File: src/hdl/tpw_pkg.sv
// package: register map, field layout and constants of the 8-bit pwm timer
package tpw_pkg;
	localparam int          ADDR_W       = 3;
	localparam int          DATA_W       = 8;
	localparam logic [2:0]  OFS_CTRL     = 3'h0;
	localparam logic [2:0]  OFS_COMPARE  = 3'h1;
	localparam logic [2:0]  OFS_COUNT    = 3'h2;
	localparam logic [2:0]  OFS_STATUS   = 3'h3;
	localparam logic [2:0]  OFS_PIN      = 3'h4;
	localparam logic [7:0]  CNT_MAX      = 8'hff;
	localparam logic [7:0]  CNT_BOTTOM   = 8'h00;
	localparam logic [7:0]  RST_CTRL     = 8'h00;
	localparam logic [7:0]  RST_COMPARE  = 8'h00;
	localparam logic [7:0]  RST_COUNT    = 8'h00;
	localparam int          STS_OVF_BIT  = 0;
	localparam int          STS_OUT_BIT  = 1;
	localparam int          STS_DIR_BIT  = 2;
	localparam int          PIN_DIR_BIT  = 0;
	localparam int          PIN_DATA_BIT = 1;
	localparam int          PRE_W        = 10;
	localparam logic [9:0]  PRE_DIV1     = 10'h000;
	localparam logic [9:0]  PRE_DIV8     = 10'h007;
	localparam logic [9:0]  PRE_DIV64    = 10'h03f;
	localparam logic [9:0]  PRE_DIV256   = 10'h0ff;
	localparam logic [9:0]  PRE_DIV1024  = 10'h3ff;

	typedef enum logic [1:0] {
		WM_NORMAL = 2'b00,
		WM_PHASE  = 2'b01,
		WM_CTC    = 2'b10,
		WM_FAST   = 2'b11
	} tpw_wave_t;

	typedef enum logic [2:0] {
		CS_STOP    = 3'b000,
		CS_DIV1    = 3'b001,
		CS_DIV8    = 3'b010,
		CS_DIV64   = 3'b011,
		CS_DIV256  = 3'b100,
		CS_DIV1024 = 3'b101,
		CS_EXT_F   = 3'b110,
		CS_EXT_R   = 3'b111
	} tpw_clksel_t;

	typedef enum logic {
		DIR_UP   = 1'b0,
		DIR_DOWN = 1'b1
	} tpw_dir_t;

	// control register layout, bit 7 down to 0
	typedef struct packed {
		logic        unused;
		tpw_wave_t   waveform_mode;
		logic [1:0]  compare_output_mode;
		tpw_clksel_t clock_select;
	} tpw_ctrl_t;

	typedef struct packed {
		logic [ADDR_W-1:0] addr;
		logic [DATA_W-1:0] wdata;
		logic              wr;
		logic              rd;
	} tpw_bus_t;
endpackage

File: src/hdl/tpw_top.sv
// top: 8-bit timer with fast and phase correct pwm waveform generation
//
// The implementer's own choices: strobed register access and the register addresses.
`timescale 1ns/10ps

// What this block does
// - fast pwm sets overflow flag at max
// - fast pwm: mode two normal, three inverted
// - fast pwm: change at match, opposite at wrap
// - fast pwm period is 256 ticks
// - tick divides clock by 1,8,64,256,1024
// - fast pwm compare bottom gives one-tick spike
// - fast pwm compare max gives constant level
// - fast pwm mode one toggles on match
// - fast pwm compare value double buffered
// - waveform mode one counts up then down
// - phase mode: clear up-match, set down-match
// - phase correct resolution fixed eight bits
// - phase mode holds max one tick, reverses
// - phase mode sets overflow flag at bottom
// - phase correct period is 510 ticks
// - phase mode bottom low, max high
// - level at max equals up-match result unless compare is max
// - missed up-match still gives symmetry transition
// - pin driven only when direction is output
// - fully synchronous, tick is clock enable
// - waveform mode three selects fast pwm
// - max is 0xff, bottom is 0x00
// - compare at top ignored, top action kept
module tpw_top
	import tpw_pkg::*;
(
	input  wire logic                       SYS_CLK_I,
	input  wire logic                       NRST_I,
	input  wire logic [tpw_pkg::ADDR_W-1:0] ADDR_I,
	input  wire logic [tpw_pkg::DATA_W-1:0] WDATA_I,
	input  wire logic                       WR_I,
	input  wire logic                       RD_I,
	output logic      [tpw_pkg::DATA_W-1:0] RDATA_O,
	output logic                            OVERFLOW_FLAG_O,
	output logic                            COMPARE_OUTPUT_O,
	output logic                            COMPARE_OUTPUT_OE_O
);
	import tpw_pkg::*;

	tpw_bus_t          bus;
	tpw_ctrl_t         ctrl_q;
	logic [7:0]        compare_buf_q;
	logic [7:0]        compare_act_q;
	logic [7:0]        count_q;
	tpw_dir_t          dir_q;
	logic              ovf_q;
	logic              out_q;
	logic              pin_dir_q;
	logic              pin_data_q;
	logic              block_match_q;
	logic [PRE_W-1:0]  pre_q;
	logic [PRE_W-1:0]  pre_limit;
	logic              pre_run;
	logic              tick;
	logic              is_fast;
	logic              is_phase;
	logic              is_pwm;
	logic              at_max;
	logic              match;
	logic              ovf_set;
	logic              at_top;
	logic [7:0]        compare_next;
	logic              invert;
	logic              com_hi;

	assign bus = '{addr: ADDR_I, wdata: WDATA_I, wr: WR_I, rd: RD_I};

	assign is_fast  = (ctrl_q.waveform_mode == WM_FAST);
	assign is_phase = (ctrl_q.waveform_mode == WM_PHASE);
	assign is_pwm   = is_fast || is_phase;
	assign com_hi   = ctrl_q.compare_output_mode[1];
	assign invert   = ctrl_q.compare_output_mode[0];
	assign at_max   = (count_q == CNT_MAX);

	// prescaler: the tick only enables the timer logic, no derived clock
	always_comb begin
		pre_run   = 1'b1;
		pre_limit = PRE_DIV1;
		unique case (ctrl_q.clock_select)
			CS_DIV1:    pre_limit = PRE_DIV1;
			CS_DIV8:    pre_limit = PRE_DIV8;
			CS_DIV64:   pre_limit = PRE_DIV64;
			CS_DIV256:  pre_limit = PRE_DIV256;
			CS_DIV1024: pre_limit = PRE_DIV1024;
			// external clock source has no pin here, so it stops the timer
			CS_STOP, CS_EXT_F, CS_EXT_R: pre_run = 1'b0;
		endcase
	end

	assign tick = pre_run && (pre_q == pre_limit);

	always_ff @(posedge SYS_CLK_I or negedge NRST_I) begin
		if (!NRST_I) begin
			pre_q <= '0;
		end else if (!pre_run || tick) begin
			pre_q <= '0;
		end else begin
			pre_q <= pre_q + 1'b1;
		end
	end

	// top is the tick where the compare buffer is copied in
	assign at_top = tick && is_pwm && at_max && (is_fast || dir_q == DIR_UP);
	assign compare_next = compare_buf_q;

	// a counter write removes the match on the following tick
	assign match = tick && !block_match_q && (count_q == compare_act_q);

	always_comb begin
		ovf_set = 1'b0;
		if (tick) begin
			if (is_phase) begin
				ovf_set = (dir_q == DIR_DOWN) && (count_q == CNT_BOTTOM);
			end else begin
				ovf_set = at_max;
			end
		end
	end

	// control register
	always_ff @(posedge SYS_CLK_I or negedge NRST_I) begin
		if (!NRST_I) begin
			ctrl_q <= tpw_ctrl_t'(RST_CTRL);
		end else if (bus.wr && bus.addr == OFS_CTRL) begin
			ctrl_q <= tpw_ctrl_t'({1'b0, bus.wdata[6:0]});
		end
	end

	// compare value: buffered in pwm modes, immediate otherwise
	always_ff @(posedge SYS_CLK_I or negedge NRST_I) begin
		if (!NRST_I) begin
			compare_buf_q <= RST_COMPARE;
		end else if (bus.wr && bus.addr == OFS_COMPARE) begin
			compare_buf_q <= bus.wdata;
		end
	end

	always_ff @(posedge SYS_CLK_I or negedge NRST_I) begin
		if (!NRST_I) begin
			compare_act_q <= RST_COMPARE;
		end else if (!is_pwm) begin
			compare_act_q <= compare_buf_q;
		end else if (at_top) begin
			compare_act_q <= compare_next;
		end
	end

	// counter and direction; resolution is the full eight bits in every pwm mode
	always_ff @(posedge SYS_CLK_I or negedge NRST_I) begin
		if (!NRST_I) begin
			count_q <= RST_COUNT;
			dir_q   <= DIR_UP;
		end else if (bus.wr && bus.addr == OFS_COUNT) begin
			count_q <= bus.wdata;
		end else if (tick) begin
			if (is_phase) begin
				if (dir_q == DIR_UP) begin
					if (at_max) begin
						count_q <= CNT_MAX - 8'h01;
						dir_q   <= DIR_DOWN;
					end else begin
						count_q <= count_q + 8'h01;
					end
				end else begin
					if (count_q == CNT_BOTTOM) begin
						count_q <= CNT_BOTTOM + 8'h01;
						dir_q   <= DIR_UP;
					end else begin
						count_q <= count_q - 8'h01;
					end
				end
			end else begin
				dir_q   <= DIR_UP;
				count_q <= at_max ? CNT_BOTTOM : count_q + 8'h01;
			end
		end
	end

	always_ff @(posedge SYS_CLK_I or negedge NRST_I) begin
		if (!NRST_I) begin
			block_match_q <= 1'b0;
		end else if (bus.wr && bus.addr == OFS_COUNT) begin
			block_match_q <= 1'b1;
		end else if (tick) begin
			block_match_q <= 1'b0;
		end
	end

	// overflow flag: write one to clear, a set in the same cycle wins
	always_ff @(posedge SYS_CLK_I or negedge NRST_I) begin
		if (!NRST_I) begin
			ovf_q <= 1'b0;
		end else if (ovf_set) begin
			ovf_q <= 1'b1;
		end else if (bus.wr && bus.addr == OFS_STATUS && bus.wdata[STS_OVF_BIT]) begin
			ovf_q <= 1'b0;
		end
	end

	// compare output state; mode bits act at once, not double buffered
	always_ff @(posedge SYS_CLK_I or negedge NRST_I) begin
		if (!NRST_I) begin
			out_q <= 1'b0;
		end else if (tick && is_fast) begin
			if (ctrl_q.compare_output_mode == 2'b01) begin
				if (match) begin
					out_q <= !out_q;
				end
			end else if (com_hi) begin
				if (at_max) begin
					out_q <= !invert;
				end else if (match) begin
					out_q <= invert;
				end
			end
		end else if (tick && is_phase && com_hi) begin
			if (at_top) begin
				// at max the level equals an up-match result unless compare is max, which also covers a missed up-match
				out_q <= (compare_next == CNT_MAX) ? !invert : invert;
			end else if (match && dir_q == DIR_UP) begin
				out_q <= invert;
			end else if (match && count_q != CNT_BOTTOM) begin
				// no down-match at bottom so a bottom compare stays constant
				out_q <= !invert;
			end
		end
	end

	// pin direction and plain port data
	always_ff @(posedge SYS_CLK_I or negedge NRST_I) begin
		if (!NRST_I) begin
			pin_dir_q  <= 1'b0;
			pin_data_q <= 1'b0;
		end else if (bus.wr && bus.addr == OFS_PIN) begin
			pin_dir_q  <= bus.wdata[PIN_DIR_BIT];
			pin_data_q <= bus.wdata[PIN_DATA_BIT];
		end
	end

	// pin outputs registered; costs one clock of latency on the pin
	always_ff @(posedge SYS_CLK_I or negedge NRST_I) begin
		if (!NRST_I) begin
			COMPARE_OUTPUT_O    <= 1'b0;
			COMPARE_OUTPUT_OE_O <= 1'b0;
		end else begin
			COMPARE_OUTPUT_O    <= (ctrl_q.compare_output_mode != 2'b00) ? out_q : pin_data_q;
			COMPARE_OUTPUT_OE_O <= pin_dir_q;
		end
	end

	always_ff @(posedge SYS_CLK_I or negedge NRST_I) begin
		if (!NRST_I) begin
			OVERFLOW_FLAG_O <= 1'b0;
		end else begin
			OVERFLOW_FLAG_O <= ovf_q;
		end
	end

	// read data stands one cycle after the strobe, zero otherwise
	always_ff @(posedge SYS_CLK_I or negedge NRST_I) begin
		if (!NRST_I) begin
			RDATA_O <= '0;
		end else if (bus.rd) begin
			unique case (bus.addr)
				OFS_CTRL:    RDATA_O <= ctrl_q;
				OFS_COMPARE: RDATA_O <= compare_buf_q;
				OFS_COUNT:   RDATA_O <= count_q;
				OFS_STATUS:  RDATA_O <= {5'h00, dir_q, out_q, ovf_q};
				OFS_PIN:     RDATA_O <= {6'h00, pin_data_q, pin_dir_q};
				default:     RDATA_O <= '0;
			endcase
		end else begin
			RDATA_O <= '0;
		end
	end
endmodule

File: config.mk
export PLATFORM = sky130hd
export DESIGN_NAME = tpw_top
export DESIGN_NICKNAME = d
export VERILOG_FILES = /design/src/hdl/tpw_pkg.sv /design/src/hdl/tpw_top.sv
export SDC_FILE = /design/constraint.sdc
export NUM_CORES = 1
export LEC_CHECK = 0
export ABC_AREA = 1
export BUFFER_PORTS_ARGS = -buffer_cell sky130_fd_sc_hd__buf_2
export CORE_UTILIZATION = 54
export CTS_CLUSTER_SIZE = 30
export DETAILED_ROUTE_END_ITERATION = 16
export HOLD_SLACK_MARGIN = 0.12
export PLACE_DENSITY = 0.74
export REMOVE_ABC_BUFFERS = 1
export SYNTH_ARGS = -nofsm -noshare
export SYNTH_HDL_FRONTEND = slang
export SYNTH_SLANG_ARGS = --single-unit
File: constraint.sdc
create_clock -name SYS_CLK_I -period 2 [get_ports SYS_CLK_I]
set_clock_uncertainty 0.1 [all_clocks]
set_input_delay 0.4 -clock SYS_CLK_I [delete_from_list [all_inputs] [get_ports SYS_CLK_I]]
set_output_delay 0.4 -clock SYS_CLK_I [all_outputs]
set_load 0.005 [all_outputs]
After elaboration in Yosys (flattened, before gate mapping). Cells that the tools add are included.

Bits in registers: 58. Bits in latches: 0. Memory bits (writable): 0. Memory bits (read-only): 0. Bits of input ports: 15. Output and inout bits: 11. Word-level logic and storage cells: 115. Memories: 0.

$add $sub $neg: 3. Multiply operators: 0. Div/mod/pow operators: 0. Order comparisons: 0. Equal/unequal tests: 21. Shifts and indexed selects: 0. Mux-type cells: 36. Bitwise operators: 2. Reduce and logical (&&, ||, !) cells: 36.

Operators with widths (number): $mux 8 (10); $pmux 10 s4 (1); $pmux 8 s5 (1); $mux 1 (23); $logic_and 1x1->1 (18); $eq 8x8->1 const B (2); $eq 3x3->1 const B (5); $eq 3x2->1 const B (4); $add 10x1->10 const B (1); $eq 10x10->1 (1); $mux 10 (1); $add 8x1->8 const B (1); $eq 8x8->1 (1); $logic_not 8->1 (1); $reduce_bool 2->1 (4); $reduce_bool 8->1 (1); $sub 8x1->8 const B (1); $logic_not 3->1 (2); $ne 3x3->1 const B (2); $reduce_and 5->1 (1); $eq 2x1->1 const B (2); $reduce_bool 4->1 (1); $eq 3x1->1 const B (1); $logic_not 1->1 (3); other kinds (7) (10).

Longest topological paths before layout.
Word-level depth: 12. Gate-level depth with buffers: 15. Mapped depth without buffers: 15.

Worst setup path after synthesis. No wires, ideal clock.

Path kind: reg-to-reg. Start point: register count_q[0]. End point: register compare_act_q[4]. Library setup time: 0.125 ns. Arrival time: 1.648 ns. Data required time: 1.775 ns. Setup slack: 0.127 ns. Cell stages (with the launch flop): 9. Buffers on the path: 0. Clock period less this slack: 1.873 ns. Cells stage by stage: dfrtp_1 -> ha_1 -> nand2_1 -> inv_1 -> nand4_2 -> a21oi_2 -> nand4_2 -> nand2_2 -> mux2_2.

Word-level cells in the longest chain between the ends: 4.

Ends and longest elaborated chain: start, declared (RTL line tpw_top.sv:50) `logic [7:0] count_q;`; start signal, assigned (RTL line tpw_top.sv:160) `count_q <= bus.wdata;`; start signal, assigned (RTL line tpw_top.sv:165) `count_q <= CNT_MAX - 8'h01;`; start signal, assigned (RTL line tpw_top.sv:168) `count_q <= count_q + 8'h01;`; $eq 8x8->1 (RTL line tpw_top.sv:79) `assign at_max = (count_q == CNT_MAX);`; $logic_and 1x1->1 (2 in series) (RTL line tpw_top.sv:109) `assign at_top = tick && is_pwm && at_max && (is_fast || dir_q == DIR_UP);`; $ne 2x1->1 (no source line); end signal, assigned (RTL line tpw_top.sv:148) `compare_act_q <= compare_buf_q;`; end signal, assigned (RTL line tpw_top.sv:150) `compare_act_q <= compare_next;`; end, declared (RTL line tpw_top.sv:49) `logic [7:0] compare_act_q;`.

No other way between the ends. A chain may end at the register's enable or synchronous reset.

Worst setup path after layout.
Start point: register ctrl_q[1] (netlist name). End point: register out_q.

Word-level cells in the longest chain between the ends: 11. Elaborated cells between the ends (all ways): 32. Those cells by class: eq/ne (10); mux (6); reduce/logical (16).

Ends and longest elaborated chain: start, declared (RTL line tpw_top.sv:47) `tpw_ctrl_t ctrl_q;`; start signal, assigned (RTL line tpw_top.sv:129) `ctrl_q <= tpw_ctrl_t'(RST_CTRL);`; start signal, assigned (RTL line tpw_top.sv:131) `ctrl_q <= tpw_ctrl_t'({1'b0, bus.wdata[6:0]});`; $eq 3x3->1, or another cell as far along (RTL line tpw_top.sv:85) `unique case (ctrl_q.clock_select)`; $pmux 10 s4 / $reduce_or 3->1 (equally long branches) (RTL line tpw_top.sv:85); $eq 10x10->1 / $mux 1 (equally long branches) (RTL line tpw_top.sv:96, tpw_top.sv:85); $logic_and 1x1->1 * (RTL line tpw_top.sv:96) `assign tick = pre_run && (pre_q == pre_limit);`; $logic_and 1x1->1 (2 in series) (RTL line tpw_top.sv:113) `assign match = tick && !block_match_q && (count_q == compare_act_q);`; $logic_and 1x1->1 (RTL line tpw_top.sv:226) `end else if (match && dir_q == DIR_UP) begin`; $mux 1 (RTL line tpw_top.sv:226); $mux 1 (RTL line tpw_top.sv:223) `if (at_top) begin`; $mux 1 (RTL line tpw_top.sv:222) `end else if (tick && is_phase && com_hi) begin`; $mux 1 (RTL line tpw_top.sv:210) `end else if (tick && is_fast) begin`; end signal, assigned (RTL line tpw_top.sv:213) `out_q <= !out_q;`; end signal, assigned (RTL line tpw_top.sv:225) `out_q <= (compare_next == CNT_MAX) ? !invert : invert;`; end signal, assigned (RTL line tpw_top.sv:227) `out_q <= invert;`; end, declared (RTL line tpw_top.sv:53) `logic out_q;`.

Every way passes the cells marked *; elsewhere a longest branch is shown, timed or not. The select of a mux whose other input is x is not followed.

==> impl_metrics.env <==
export IMPL_fin_crit_sh_pct=100.9
export IMPL_fmax_mhz=495.7
export IMPL_max_slew_margin_pct=50.23
export IMPL_synth_top_area_cell="dfrtp_1"
export IMPL_antenna_found_initial=0
export IMPL_holdPathStages=3
export IMPL_seq_power_share_pct=35.1
export IMPL_worstPathRequired_ps=2130
export IMPL_vias=3142
export IMPL_clock_sinks=58
export IMPL_diodes=0
export IMPL_outcome="complete, but fails checks"
export IMPL_synth_most_common_cell="nand2_1"
export IMPL_place_congestion=0.9404
export IMPL_clkTransAtPathRegs_ps=70
export IMPL_setup_violations=1
export IMPL_synth_warnings=0
export IMPL_worst_pin_slew_ps=741.6
export IMPL_slew_viol_final=0
export IMPL_drive_above_1_share_pct=24.95
export IMPL_grtUsageTotal_pct=31.11
export IMPL_p_leak_nw=2.050
export IMPL_routed_wl_mm=9.199
export IMPL_clkPwrFrac_pct=26.8
export IMPL_drt_pass1_iterations=5
export IMPL_crit_fanout=5
export IMPL_yosys_top_cells_count="nand2_1 (108), inv_1 (60), dfrtp_1 (58)"
export IMPL_drt_initial_drc_count=280
export IMPL_reg2regPathDepth=12
export IMPL_setup_tns_ps=-17.18
export IMPL_timing_hold_violations_final=0
export IMPL_cts_max_level=3
export IMPL_p_sw_share_pct=39.33
export IMPL_holdCritPathClass="in2reg"
export IMPL_worstPathArrival_ps=2150
export IMPL_initial_core_util_pct=55.71
export IMPL_clock_path_buffers=2
export IMPL_cts_tree="yes"
export IMPL_grt_pass1_wl_mm=14.67
export IMPL_syn_area_mm2=0.003298
export IMPL_avgSynthCellArea_um2=7.617
export IMPL_synth_main_ff_cell="dfrtp_1"
export IMPL_grt_pass1_vias=2978
export IMPL_fp_dieW_um=80.15
export IMPL_setup_slack_ps=-17.18
export IMPL_core_area_mm2=0.005921
export IMPL_synth_cells=433
export IMPL_dp_final_hpwl_mm=6.901
export IMPL_cts_buffers=9
export IMPL_io_buffer_count=25
export IMPL_clock_latency_ps=350
export IMPL_p_sw_mw=1.902
export IMPL_rsz0062_at_grt="true"
export IMPL_via_per_inst=5.493
export IMPL_ir_drop_v=0.0005887
export IMPL_ys_ff_latch=58
export IMPL_layout_min_cycle_time_ps=2017
export IMPL_power_internal_mw=2.933
export IMPL_async_flop_share_pct=100.0
export IMPL_grt_overflow_total=0
export IMPL_violations="setup timing"
export IMPL_ant_nets=0
export IMPL_syn2layout_area_growth_pct=24.28
export IMPL_maxCapViolCount=0
export IMPL_final_net_count=511
export IMPL_grt_max_degree=41
export IMPL_fin_area_mm2=0.004099
export IMPL_endpoint_kind="register"
export IMPL_dieArea_mm2=0.006424
export IMPL_cts_root_buf="clkbuf_8"
export IMPL_seq_area_frac_synth_pct=44.01
export IMPL_p_per_area_mw_per_mm2=1180
export IMPL_pwr_share_comb_pct=38.1
export IMPL_synth_top_area_share_pct=44.01
export IMPL_drc_errors=0
export IMPL_post_route_util_pct=69.23
export IMPL_crit_type="reg2reg"
export IMPL_synthDistinctLibCells=37
export IMPL_start_kind="register"
export IMPL_wl_per_cell_um=16.08
export IMPL_die_h_um=80.15
export IMPL_std_cell_rows=28
export IMPL_synth_edf_count=0
export IMPL_place_area_mm2=0.003689
export IMPL_io_pins=26
export IMPL_synth_top_cells_by_area="dfrtp_1 (44%), nand2_1 (12%), inv_1 (6.8%)"
-- worst max-delay path, cell delays in order, from the launching register on --
cell     delay (ps)
dfrtp_2         460
inv_2           110
nand2_4          80
nand2_4          90
inv_2            40
nand2_2          70
nand3_4          80
nor2_4          200
nand2_2         150
nor3_2          140
nand2_1         120
a21oi_2         190
a21oi_2          70
-- per-stage QoR --
step / cells / setup WS (ps) / hold WS [ps] / power [mW]
6_report: 572 / -17.18 / 216.3 / 4.835
4_1_cts: 569 / 18.41 / 219.5 / 4.647
2_1_floorplan: 425 / 31.86 / 4.409 / 2.655
3_3_place_gp: 552 / 59.45 / 257.7 / 3.327
3_5_place_dp: 552 / 48.42 / 271.0 / 3.362
5_1_grt: 572 / -90.31 / 228.2 / 5.110
-- layout by cell type, fill, tap and decap left out, types with 2 or more instances in the layout --
cell,netlist,routed
nand2_1,108,102
dfrtp_1,58,55
inv_1,60,54
nor2_1,44,40
o21ai_0,38,32
buf_4,3,28
buf_2,2,25
nand3_1,17,14
a21oi_1,16,13
clkbuf_8,0,11
o221ai_1,10,10
nand2_2,6,10
inv_2,5,9
o21ai_1,2,8
nor3_1,9,8
xor2_1,7,7
o22ai_1,6,6
nor2_4,2,6
xnor2_1,4,4
nor2_2,4,4
o211ai_1,4,4
nor3_2,2,3
a211oi_1,3,3
nand3_4,1,3
nand3_2,2,3
a21oi_2,1,3
ha_1,4,3
dfrtp_2,0,3
nand2_4,0,2
inv_4,0,2
nor3b_1,2,2
nand4_4,0,2
bufinv_16,0,2
-- worst paths after layout --
check                                            from                         to  slack (ps)
worst max-delay path            ctrl_q[1]$_DFFE_PN0P_          out_q$_DFFE_PN0P_         -20
worst min-delay path                             RD_I       RDATA_O[5]$_DFF_PN0_         220
worst max register to register  ctrl_q[1]$_DFFE_PN0P_          out_q$_DFFE_PN0P_         -20
worst min register to register      ovf_q$_DFFE_PN0P_  OVERFLOW_FLAG_O$_DFF_PN0_         290
max in group asynchronous                      NRST_I     count_q[6]$_DFFE_PN0P_         790
min in group asynchronous                      NRST_I     count_q[7]$_DFFE_PN0P_         430
-- final cells by class --
cell class              count  area [um^2]
clock buffers              11        151.4
clock inverters             5        85.08
fillers                   497         1822
inverters                  65        249.0
multi-input cells         302         1688
flip-flops and latches     58         1455
well taps                  75        93.84
repair buffers             56        376.6
-- cell families (layout without fill, tap and decap cells) --
kind of cell	Yosys count	in the layout	synth area share, %
muxes	1	1	0.3414
DFF	58	58	44.01
adders and majority gates	4	4	1.518
xor gates and xnor gates	11	11	2.921
buffers and inverters	73	137	8.725
and+or+nand+nor	202	202	27.39
AOI/OAI and AO/OA	84	84	15.10
-- per-layer routing --
metal  up-vias  global-route usage, %  wire length, um
li1       1533                      -                -
met1      1452                  41.27             4059
met2       130                  49.15             4332
met3        27                  5.455              512
met4         0                  14.82              294
met5         -                      0                0
-- timing repair --
item | in CTS | in global routing
hold buffers | 1 | 0
buffers inserted | 0 | 3
endpoints found under the setup margin | 1 | 23
resized for setup | 1 | 46
endpoints found under the hold margin | 18 | 0
pin swaps | 0 | 17
-- power by group through the flow --
stage / clock network, mW / registers [mW] / logic, mW
final: 1.29 / 1.70 / 1.84
after global routing: 1.34 / 1.73 / 2.04
after CTS: 1.29 / 1.68 / 1.68
after detailed placement: 0 / 1.70 / 1.67
after global placement: 0 / 1.68 / 1.64
after floorplan: 0 / 1.66 / 1.00
-- registers in the layout, summed over array words and instances, names as in the netlist --
name,count
pre_q,10
count_q,8
OVERFLOW_FLAG_O,1
com_hi,1
ovf_q,1
out_q,1
block_match_q,1
compare_buf_q,8
pin_data_q,1
COMPARE_OUTPUT_O,1
compare_act_q,8
COMPARE_OUTPUT_OE_O,1
ctrl_q,6
pin_dir_q,1
dir_q,1
RDATA_O,8
Power figures use the tool's default switching activity.
